`src/shared/tss_pkg.sv`:
```
// Constants and types shared by the touch scan interval sequencer.
// Summary of operation
// - After scanning all enabled electrodes, pause in an inactive phase before rescanning.
// - Inactive phase timed by reference clock through prescaler, then idle modulus count.
// - Inactive phase length equals the prescale and idle modulus settings combined.
// - Idle modulus of zero rescans immediately with no pause.
// - Software trigger bit starts exactly one scan of the enabled electrodes.
// - Out-of-range flag and interrupt raised only when a published value lies outside the threshold window.
// - End-of-scan flag and interrupt each scan; results readable about 0.25 ms later.
// - Out-of-range flag and interrupt come only after results are updated.
package tss_pkg;
    localparam int NUM_ELEC = 16;
    localparam int IDX_W    = 4;
    localparam int VAL_W    = 16;
    localparam int IDLE_MOD_W = 8;
    localparam int PS_W     = 3;
    localparam int PSC_W    = 7;

    // Reference clock period and the result publication latency.
    localparam int CLK_PERIOD_NS   = 20;
    localparam int RESULT_DELAY_NS = 250000;
    localparam int RESULT_DELAY_CYC =
        (RESULT_DELAY_NS + CLK_PERIOD_NS - 1) / CLK_PERIOD_NS;
    localparam int DLY_W = 16;

    localparam logic [IDX_W-1:0] IDX_ZERO  = 4'h0;
    localparam logic [IDX_W-1:0] IDX_LAST  = 4'hf;
    localparam logic [IDLE_MOD_W-1:0] IDLE_MOD_ZERO = 8'h00;
    localparam logic [VAL_W-1:0] VAL_ZERO  = 16'h0000;
    localparam logic [PSC_W-1:0] PSC_ZERO  = 7'h00;
    localparam logic [PSC_W-1:0] PSC_ONE   = 7'h01;

    typedef enum logic [3:0] {
        TSS_IDLE = 4'b0001,
        TSS_REQ  = 4'b0010,
        TSS_WAIT = 4'b0100,
        TSS_REST = 4'b1000
    } tss_state_t;
endpackage : tss_pkg

```
`src/hdl/tss_prescaler.sv`:
```
// Scan clock prescaler: one-cycle tick every 2**prescale reference clocks.
`timescale 1ns/10ps
`default_nettype none
module tss_prescaler
(
    // Clock and reset
    input  wire logic                     ref_clk,
    input  wire logic                     resetn,
    // Control
    input  wire logic                     run,
    input  wire logic [tss_pkg::PS_W-1:0] prescale,
    // Tick out
    output logic                          tick_r
);
    localparam int PSC_W = tss_pkg::PSC_W;

    logic [tss_pkg::PSC_W-1:0] cnt_r;
    logic [tss_pkg::PSC_W-1:0] last;

    // At the top setting the shift wraps to zero, so last becomes all ones.
    assign last = PSC_W'((tss_pkg::PSC_ONE << prescale) - tss_pkg::PSC_ONE);

    // Counter restarts whenever the sequencer leaves the inactive phase,
    // so every inactive phase begins with a full prescaler period.
    always_ff @(posedge ref_clk or negedge resetn)
    begin
        if (!resetn)
        begin
            cnt_r  <= tss_pkg::PSC_ZERO;
            tick_r <= 1'b0;
        end
        else if (!run)
        begin
            cnt_r  <= tss_pkg::PSC_ZERO;
            tick_r <= 1'b0;
        end
        else if (cnt_r == last)
        begin
            cnt_r  <= tss_pkg::PSC_ZERO;
            tick_r <= 1'b1;
        end
        else
        begin
            cnt_r  <= PSC_W'(cnt_r + tss_pkg::PSC_ONE);
            tick_r <= 1'b0;
        end
    end
endmodule : tss_prescaler
`default_nettype wire

```
`src/hdl/tss_sequencer.sv`:
```
// Touch scan interval sequencer: electrode stepping, inactive phase, flags.
`timescale 1ns/10ps
`default_nettype none
module tss_sequencer
#(
    parameter int RESULT_DELAY_CYC = tss_pkg::RESULT_DELAY_CYC
)
(
    // Clock and reset
    input  wire logic                           ref_clk,
    input  wire logic                           resetn,
    // Configuration
    input  wire logic                           continuous_en,
    input  wire logic [tss_pkg::IDLE_MOD_W-1:0] scan_idle_modulus,
    input  wire logic [tss_pkg::PS_W-1:0]       scan_clock_prescale,
    input  wire logic [tss_pkg::NUM_ELEC-1:0]   electrode_enable,
    input  wire logic [tss_pkg::VAL_W-1:0]      threshold_low,
    input  wire logic [tss_pkg::VAL_W-1:0]      threshold_high,
    input  wire logic                           eos_irq_en,
    input  wire logic                           oor_irq_en,
    // Software control strobes
    input  wire logic                           soft_scan_trigger_set,
    input  wire logic                           eos_flag_clear,
    input  wire logic                           oor_flag_clear,
    // Result readback
    input  wire logic [tss_pkg::IDX_W-1:0]      result_index,
    output logic      [tss_pkg::VAL_W-1:0]      result_data_r,
    // Measurement front end
    output logic                                meas_start_r,
    output logic      [tss_pkg::IDX_W-1:0]      meas_sel_r,
    input  wire logic                           meas_done,
    input  wire logic [tss_pkg::VAL_W-1:0]      meas_value,
    // Status
    output logic                                soft_scan_trigger_r,
    output logic                                scan_busy_r,
    output logic                                end_of_scan_flag_r,
    output logic                                out_of_range_flag_r,
    output logic                                eos_irq_r,
    output logic                                oor_irq_r
);
    localparam int NE    = tss_pkg::NUM_ELEC;
    localparam int IW    = tss_pkg::IDX_W;
    localparam int VW    = tss_pkg::VAL_W;
    localparam int SW    = tss_pkg::IDLE_MOD_W;
    localparam int DW    = tss_pkg::DLY_W;
    localparam logic [DW-1:0] DLY_LAST = DW'(RESULT_DELAY_CYC - 1);

    tss_pkg::tss_state_t state_r;
    tss_pkg::tss_state_t state_nxt;

    logic [VW-1:0] scan_buf_r  [NE];
    logic [VW-1:0] pending_r   [NE];
    logic [VW-1:0] visible_r   [NE];
    logic [NE-1:0] pend_mask_r;
    logic [SW-1:0] idle_cnt_r;
    logic [DW-1:0] dly_cnt_r;
    logic          dly_run_r;
    logic          scan_end;
    logic          start_scan;
    logic          publish;
    logic          idle_tick;
    logic          rest_done;
    logic          first_ok;
    logic [IW-1:0] first_idx;
    logic          next_ok;
    logic [IW-1:0] next_idx;
    logic          any_oor;
    logic          psc_tick;

    // Lowest enabled electrode at or above a start index.
    function automatic logic [IW:0] find_from(input logic [NE-1:0] mask,
                                              input logic [IW:0]   from);
        logic [IW:0] res;
        res = {1'b0, tss_pkg::IDX_ZERO};
        for (int i = NE - 1; i >= 0; i--)
        begin
            if (mask[i] && (IW+1)'(i) >= from)
            begin
                res = {1'b1, IW'(i)};
            end
        end
        return res;
    endfunction : find_from

    // True when a value lies outside the threshold window.
    function automatic logic outside(input logic [VW-1:0] v,
                                     input logic [VW-1:0] lo,
                                     input logic [VW-1:0] hi);
        return (v < lo) || (v > hi);
    endfunction : outside

    assign {first_ok, first_idx} = find_from(electrode_enable, {1'b0, tss_pkg::IDX_ZERO});
    assign {next_ok, next_idx}   = (meas_sel_r == tss_pkg::IDX_LAST) ? {1'b0, tss_pkg::IDX_ZERO}
        : find_from(electrode_enable, (IW+1)'({1'b0, meas_sel_r} + 1'b1));

    // A single scan request is honoured only from idle; while busy it is dropped.
    assign start_scan = (state_r == tss_pkg::TSS_IDLE)
                        && (soft_scan_trigger_r || continuous_en);

    // Scan completes when the last enabled electrode returns its count, or
    // at once when no electrode is enabled.
    assign scan_end = ((state_r == tss_pkg::TSS_WAIT) && meas_done && !next_ok)
                      || ((state_r == tss_pkg::TSS_REQ) && !first_ok);

    assign idle_tick = (state_r == tss_pkg::TSS_REST) && psc_tick;
    assign rest_done = idle_tick && (idle_cnt_r == SW'(scan_idle_modulus - 1'b1));

    tss_prescaler u_prescaler
    (
        .ref_clk  (ref_clk),
        .resetn   (resetn),
        .run      (state_r == tss_pkg::TSS_REST),
        .prescale (scan_clock_prescale),
        .tick_r   (psc_tick)
    );

    always_comb
    begin
        state_nxt = state_r;
        unique case (state_r)
            tss_pkg::TSS_IDLE:
                if (start_scan)
                    state_nxt = tss_pkg::TSS_REQ;
            tss_pkg::TSS_REQ:
                state_nxt = first_ok ? tss_pkg::TSS_WAIT : tss_pkg::TSS_REST;
            tss_pkg::TSS_WAIT:
                if (meas_done)
                    state_nxt = next_ok ? tss_pkg::TSS_WAIT : tss_pkg::TSS_REST;
            tss_pkg::TSS_REST:
                // Software scans and a zero modulus take no pause at all.
                if (!continuous_en || scan_idle_modulus == tss_pkg::IDLE_MOD_ZERO)
                    state_nxt = tss_pkg::TSS_IDLE;
                else if (rest_done)
                    state_nxt = tss_pkg::TSS_IDLE;
            default:
                state_nxt = tss_pkg::TSS_IDLE;
        endcase
    end

    always_ff @(posedge ref_clk or negedge resetn)
    begin
        if (!resetn)
            state_r <= tss_pkg::TSS_IDLE;
        else
            state_r <= state_nxt;
    end

    always_ff @(posedge ref_clk or negedge resetn)
    begin
        if (!resetn)
            idle_cnt_r <= tss_pkg::IDLE_MOD_ZERO;
        else if (state_r != tss_pkg::TSS_REST)
            idle_cnt_r <= tss_pkg::IDLE_MOD_ZERO;
        else if (idle_tick)
            idle_cnt_r <= SW'(idle_cnt_r + 1'b1);
    end

    // Front end handshake: one start pulse per electrode.
    always_ff @(posedge ref_clk or negedge resetn)
    begin
        if (!resetn)
        begin
            meas_start_r <= 1'b0;
            meas_sel_r   <= tss_pkg::IDX_ZERO;
        end
        else
        begin
            meas_start_r <= 1'b0;
            if (state_r == tss_pkg::TSS_REQ && first_ok)
            begin
                meas_start_r <= 1'b1;
                meas_sel_r   <= first_idx;
            end
            else if (state_r == tss_pkg::TSS_WAIT && meas_done && next_ok)
            begin
                meas_start_r <= 1'b1;
                meas_sel_r   <= next_idx;
            end
        end
    end

    always_ff @(posedge ref_clk)
    begin
        if (state_r == tss_pkg::TSS_WAIT && meas_done)
            scan_buf_r[meas_sel_r] <= meas_value;
        if (scan_end)
        begin
            pending_r <= scan_buf_r;
            // The last count arrives on the scan-end edge itself; take it straight in.
            if (state_r == tss_pkg::TSS_WAIT)
                pending_r[meas_sel_r] <= meas_value;
        end
        if (publish)
            visible_r <= pending_r;
        result_data_r <= visible_r[result_index];
    end

    always_ff @(posedge ref_clk or negedge resetn)
    begin
        if (!resetn)
            pend_mask_r <= '0;
        else if (scan_end)
            pend_mask_r <= electrode_enable;
    end

    // Counts stay hidden for the publication latency after end of scan; a
    // later scan ending first restarts the wait, dropping the older set.
    always_ff @(posedge ref_clk or negedge resetn)
    begin
        if (!resetn)
        begin
            dly_run_r <= 1'b0;
            dly_cnt_r <= '0;
        end
        else if (scan_end)
        begin
            dly_run_r <= 1'b1;
            dly_cnt_r <= '0;
        end
        else if (publish)
            dly_run_r <= 1'b0;
        else if (dly_run_r)
            dly_cnt_r <= DW'(dly_cnt_r + 1'b1);
    end

    assign publish = dly_run_r && !scan_end && (dly_cnt_r == DLY_LAST);

    always_comb
    begin
        any_oor = 1'b0;
        for (int i = 0; i < NE; i++)
            if (pend_mask_r[i] && outside(pending_r[i], threshold_low, threshold_high))
                any_oor = 1'b1;
    end

    always_ff @(posedge ref_clk or negedge resetn)
    begin
        if (!resetn)
            soft_scan_trigger_r <= 1'b0;
        else if (state_r == tss_pkg::TSS_IDLE && start_scan)
            soft_scan_trigger_r <= 1'b0;
        else if (soft_scan_trigger_set && state_r == tss_pkg::TSS_IDLE)
            soft_scan_trigger_r <= 1'b1;
    end

    always_ff @(posedge ref_clk or negedge resetn)
    begin
        if (!resetn)
            scan_busy_r <= 1'b0;
        else
            scan_busy_r <= (state_nxt != tss_pkg::TSS_IDLE);
    end

    // Hardware set wins over a software clear in the same cycle.
    always_ff @(posedge ref_clk or negedge resetn)
    begin
        if (!resetn)
            end_of_scan_flag_r <= 1'b0;
        else if (scan_end)
            end_of_scan_flag_r <= 1'b1;
        else if (eos_flag_clear)
            end_of_scan_flag_r <= 1'b0;
    end

    always_ff @(posedge ref_clk or negedge resetn)
    begin
        if (!resetn)
            out_of_range_flag_r <= 1'b0;
        else if (publish && any_oor)
            out_of_range_flag_r <= 1'b1;
        else if (oor_flag_clear)
            out_of_range_flag_r <= 1'b0;
    end

    always_ff @(posedge ref_clk or negedge resetn)
    begin
        if (!resetn)
        begin
            eos_irq_r <= 1'b0;
            oor_irq_r <= 1'b0;
        end
        else
        begin
            eos_irq_r <= eos_irq_en && (end_of_scan_flag_r || scan_end);
            oor_irq_r <= oor_irq_en && (out_of_range_flag_r || (publish && any_oor));
        end
    end
endmodule : tss_sequencer
`default_nettype wire

```
`config.mk`:
```
export PLATFORM = sky130hd
export DESIGN_NAME = tss_sequencer
export DESIGN_NICKNAME = d
export VERILOG_FILES = /design/src/shared/tss_pkg.sv /design/src/hdl/tss_prescaler.sv /design/src/hdl/tss_sequencer.sv
export SDC_FILE = /design/constraint.sdc
export NUM_CORES = 2
export LEC_CHECK = 0
export ABC_CLOCK_PERIOD_IN_PS = 35700
export BUFFER_PORTS_ARGS = -buffer_cell sky130_fd_sc_hd__buf_2
export CAP_MARGIN = 20
export CORE_MARGIN = 3
export CORE_UTILIZATION = 30
export CTS_BUF_LIST = sky130_fd_sc_hd__clkbuf_4
export CTS_CLUSTER_SIZE = 28
export DETAILED_ROUTE_END_ITERATION = 12
export MAX_ROUTING_LAYER = met4
export PLACE_DENSITY = 0.49
export SLEW_MARGIN = 30
export SYNTH_ARGS = -nofsm -noshare
export SYNTH_HDL_FRONTEND = slang
export SYNTH_HIERARCHICAL = 1
export SYNTH_SLANG_ARGS = --single-unit
```
`constraint.sdc`:
```
create_clock -name ref_clk -period 35.7 [get_ports ref_clk]
set_input_delay 7.14 -clock ref_clk [delete_from_list [all_inputs] [get_ports ref_clk]]
set_output_delay 7.14 -clock ref_clk [all_outputs]
set_load 0.1 [all_outputs]
```
==> flow_summary.ini <==
[run_status]
run_status = finished, final reports clean

[drt]
drt-pass1-iter-count = 6
vias = 32400
routed_wl_um = 156000
ant_nets = 0
drtIter0Drc = 3323
drc = 0
vias_per_cell = 5.20
wl_per_cell_um = 25.1

[critical_path]
crit_fanout = 64
r2r_end = pending_r[62]
reg2regPathDepth = 13
path_common_cell = buf_4
path_cells = buf_2 -> nor2_1 -> maj3_1 -> a21oi_1 -> nor3_2 -> nand4_1 -> o31ai_4 -> buf_8 -> buf_4 -> buf_4 -> buf_4
critPathArrivalTime_ns = 11.35
critPathLaunchType = input pin
r2r_slack_ns = 29.15
rr_startpoint = meas_sel_r[0]
slowest_stage = buf_4
crit_type = in2reg
worst_setup_path_end_kind = flop
max_stage_delay_ns = 0.80
crit_required_ns = 36.49

[power]
intPower_mw = 1.76
power_density_nw_per_um2 = 49.6
p_comb_share_pct = 21.0
ir_worst_vdd_uv = 53.3
leakage_nw = 20.5
power.total_mw = 2.59
pwr-share-seq_pct = 45.1
p_sw_uw = 828
swShare_pct = 32.0
clkPwrFrac_pct = 33.9

[synthesis]
synth_fa_ha_area_share_pct = 13.7
synth_top_family_by_area = adder cells
synth_compound_area_share_pct = 7.27
avgSynthCellArea_um2 = 12.3
yosys.area_share.simple_pct = 11.8
synth_edf_count = 768
ys_seq_area_share_pct = 54.1
async_reset_ff_share_pct = 7.55
synth_cells = 3747
synth_mux_area_share_pct = 10.6
netlist_area_um2 = 46200
ys_dominant_reg_cell = edfxtp_1
syn-num-nets = 4339
yosysWarnings = 6
synthXorXnorAreaFrac_pct = 0.721
synth.distinct_cells = 84
synth_seq_cells = 848

[timing]
rsz0062_at_grt = false
final_hold_viol_count = 0
setup_viol = 0
tightest_slew_ns = 1.01
clock_skew_ns = 0.0976
fin_setup_tns_ns = 0
hold_ws_ns = 0.434
final_max_slew_viol_count = 0
period_needed_ns = 10.56
final.period_utilization_pct = 29.6
slew_headroom_pct = 32.4
fmax_mhz = 94.7
layout_setup_ws_ns = 25.14

[clock_tree]
cts_buffers = 226
cts_tree = done
cts_hold_buffers = 0
clk_transition_reported_paths_ns = 0.06
ctsResizeCount = 0
h-tree-depth = 4
cts_setup_buffers = 0
clock-root-buffer = clkbuf_4
clk_latency_ns = 1.21
cts_num_sinks = 848
clockBufferDepth = 3

[finish]
nets = 4604
drive_above_1_share_pct = 21.3
synthToLayoutAreaGrowth_pct = 13.2
fin_area_um2 = 52300

[placed_design]
gp_congestion = 0.915
placed_cell_area_um2 = 49300
place_ws_ns = 23.59
dp_hpwl_um = 109000
io_buffer_count = 114

[grt]
antenna_found_initial = 25
grt.overflow.total = 0
grt_use_total_pct = 20.0
grt_pass1_wl_um = 222000
grt_max_degree = 162
grt_pass1_vias = 30400

[hold_path]
hold_depth = 0
hold_path_class = reg2reg
holdPathEnd = visible_r[80]
hp-start = pending_r[80]

[floorplan]
dieArea_um2 = 159000
die_h_um = 398
pin_count = 115
placementRows = 143
dieWidth_um = 398
core_area_um2 = 152000
initial_core_util_pct = 30.3

[job]
cap_violations = 0
through the flow:
step           std cells  utilization, %
5_1_grt             6235            34.3
2_1_floorplan       3747               -
6_report            6237            34.3
3_5_place_dp        5811            32.3
3_3_place_gp        5810            32.3
4_1_cts             6216            34.2
worst max-delay path by stage:
stage	start	to	cells past startpoint
after floorplan	meas_done	meas_sel_r[2]	5
after global placement	electrode_enable[15]	pending_r[143]	10
after detailed placement	electrode_enable[15]	pending_r[110]	10
after CTS	electrode_enable[15]	pending_r[62]	10
after global routing	electrode_enable[15]	pending_r[62]	11
final	electrode_enable[15]	pending_r[62]	11
layout make-up:
type,count,area (µm²)
Antenna cell,18,45.0
Clock buffer,342,2570
Clock inverter,63,333
Fill cell,15200,100000
Inverter,84,323
Multi-Input combinational cell,2683,20400
Sequential cell,848,25000
Tap cell,2030,2540
Timing Repair Buffer,169,1080
state kept, by name (all words and copies together) (netlist names), 4 cells and up:
register	cells
state_r	4
pend_mask_r	16
u_prescaler/cnt_r	7
dly_cnt_r	16
visible_r	256
idle_cnt_r	8
pending_r	256
meas_sel_r	4
result_data_r	16
scan_buf_r	256
placed cells by master, fill, tap and decap left out, drive strengths merged, types with 35 or more instances in the layout:
cell / count
mux2: 272
a21oi: 187
clkbuf: 342
edfxtp: 768
nand2: 877
inv: 85
clkinv: 59
mux4: 80
a21o: 56
nor2: 93
a211oi: 35
buf: 169
dfrtp: 63
ha: 504
nand3: 51
o21ai: 93
nand4: 95
kinds of logic (layout without fill, tap and decap cells):
group           count (synthesis)  after routing
compound gates                524            524
xor+xnor                       38             38
fa+ha+maj                     505            505
buf+inv                       216            658
flops                         848            848
mux                           355            355
other cells                     0             18
simple gates                 1261           1261
cells in the mapped netlist, types with 63 or more instances:
master	instances	area [µm²]
mux2_2	256	2880
edfxtp_1	768	23100
a21oi_1	186	931
nand2_1	877	3290
ha_1	504	6310
dfrtp_1	63	1580
mux4_2	80	1800
nand4_1	94	588
nor2_1	93	349
o21ai_0	76	380
clkbuf_1	106	398
inv_1	77	289
power by group through the flow:
stage / clock network (mW) / registers (mW) / logic, mW
after floorplan: 0 / 1.22 / 0.328
after global placement: 0 / 1.19 / 0.540
after detailed placement: 0 / 1.19 / 0.543
after CTS: 0.910 / 1.17 / 0.545
after global routing: 0.957 / 1.17 / 0.592
final: 0.878 / 1.17 / 0.544
critical path: cells and delay by family:
family / cells / cell delay, ns
buf+inv: 5 / 2.56
fa+ha+maj: 1 / 0.18
simple gates: 3 / 0.74
compound gates: 2 / 0.54
layer usage:
layer	part of all wire [%]	track usage (%)	routed length, µm
met1	47	29.0	74200
met2	44	28.7	68400
met3	6.9	3.50	10800
met4	2.0	5.40	3050
met5	0	-	0
Note: power is estimated with default switching activity, not from simulation.
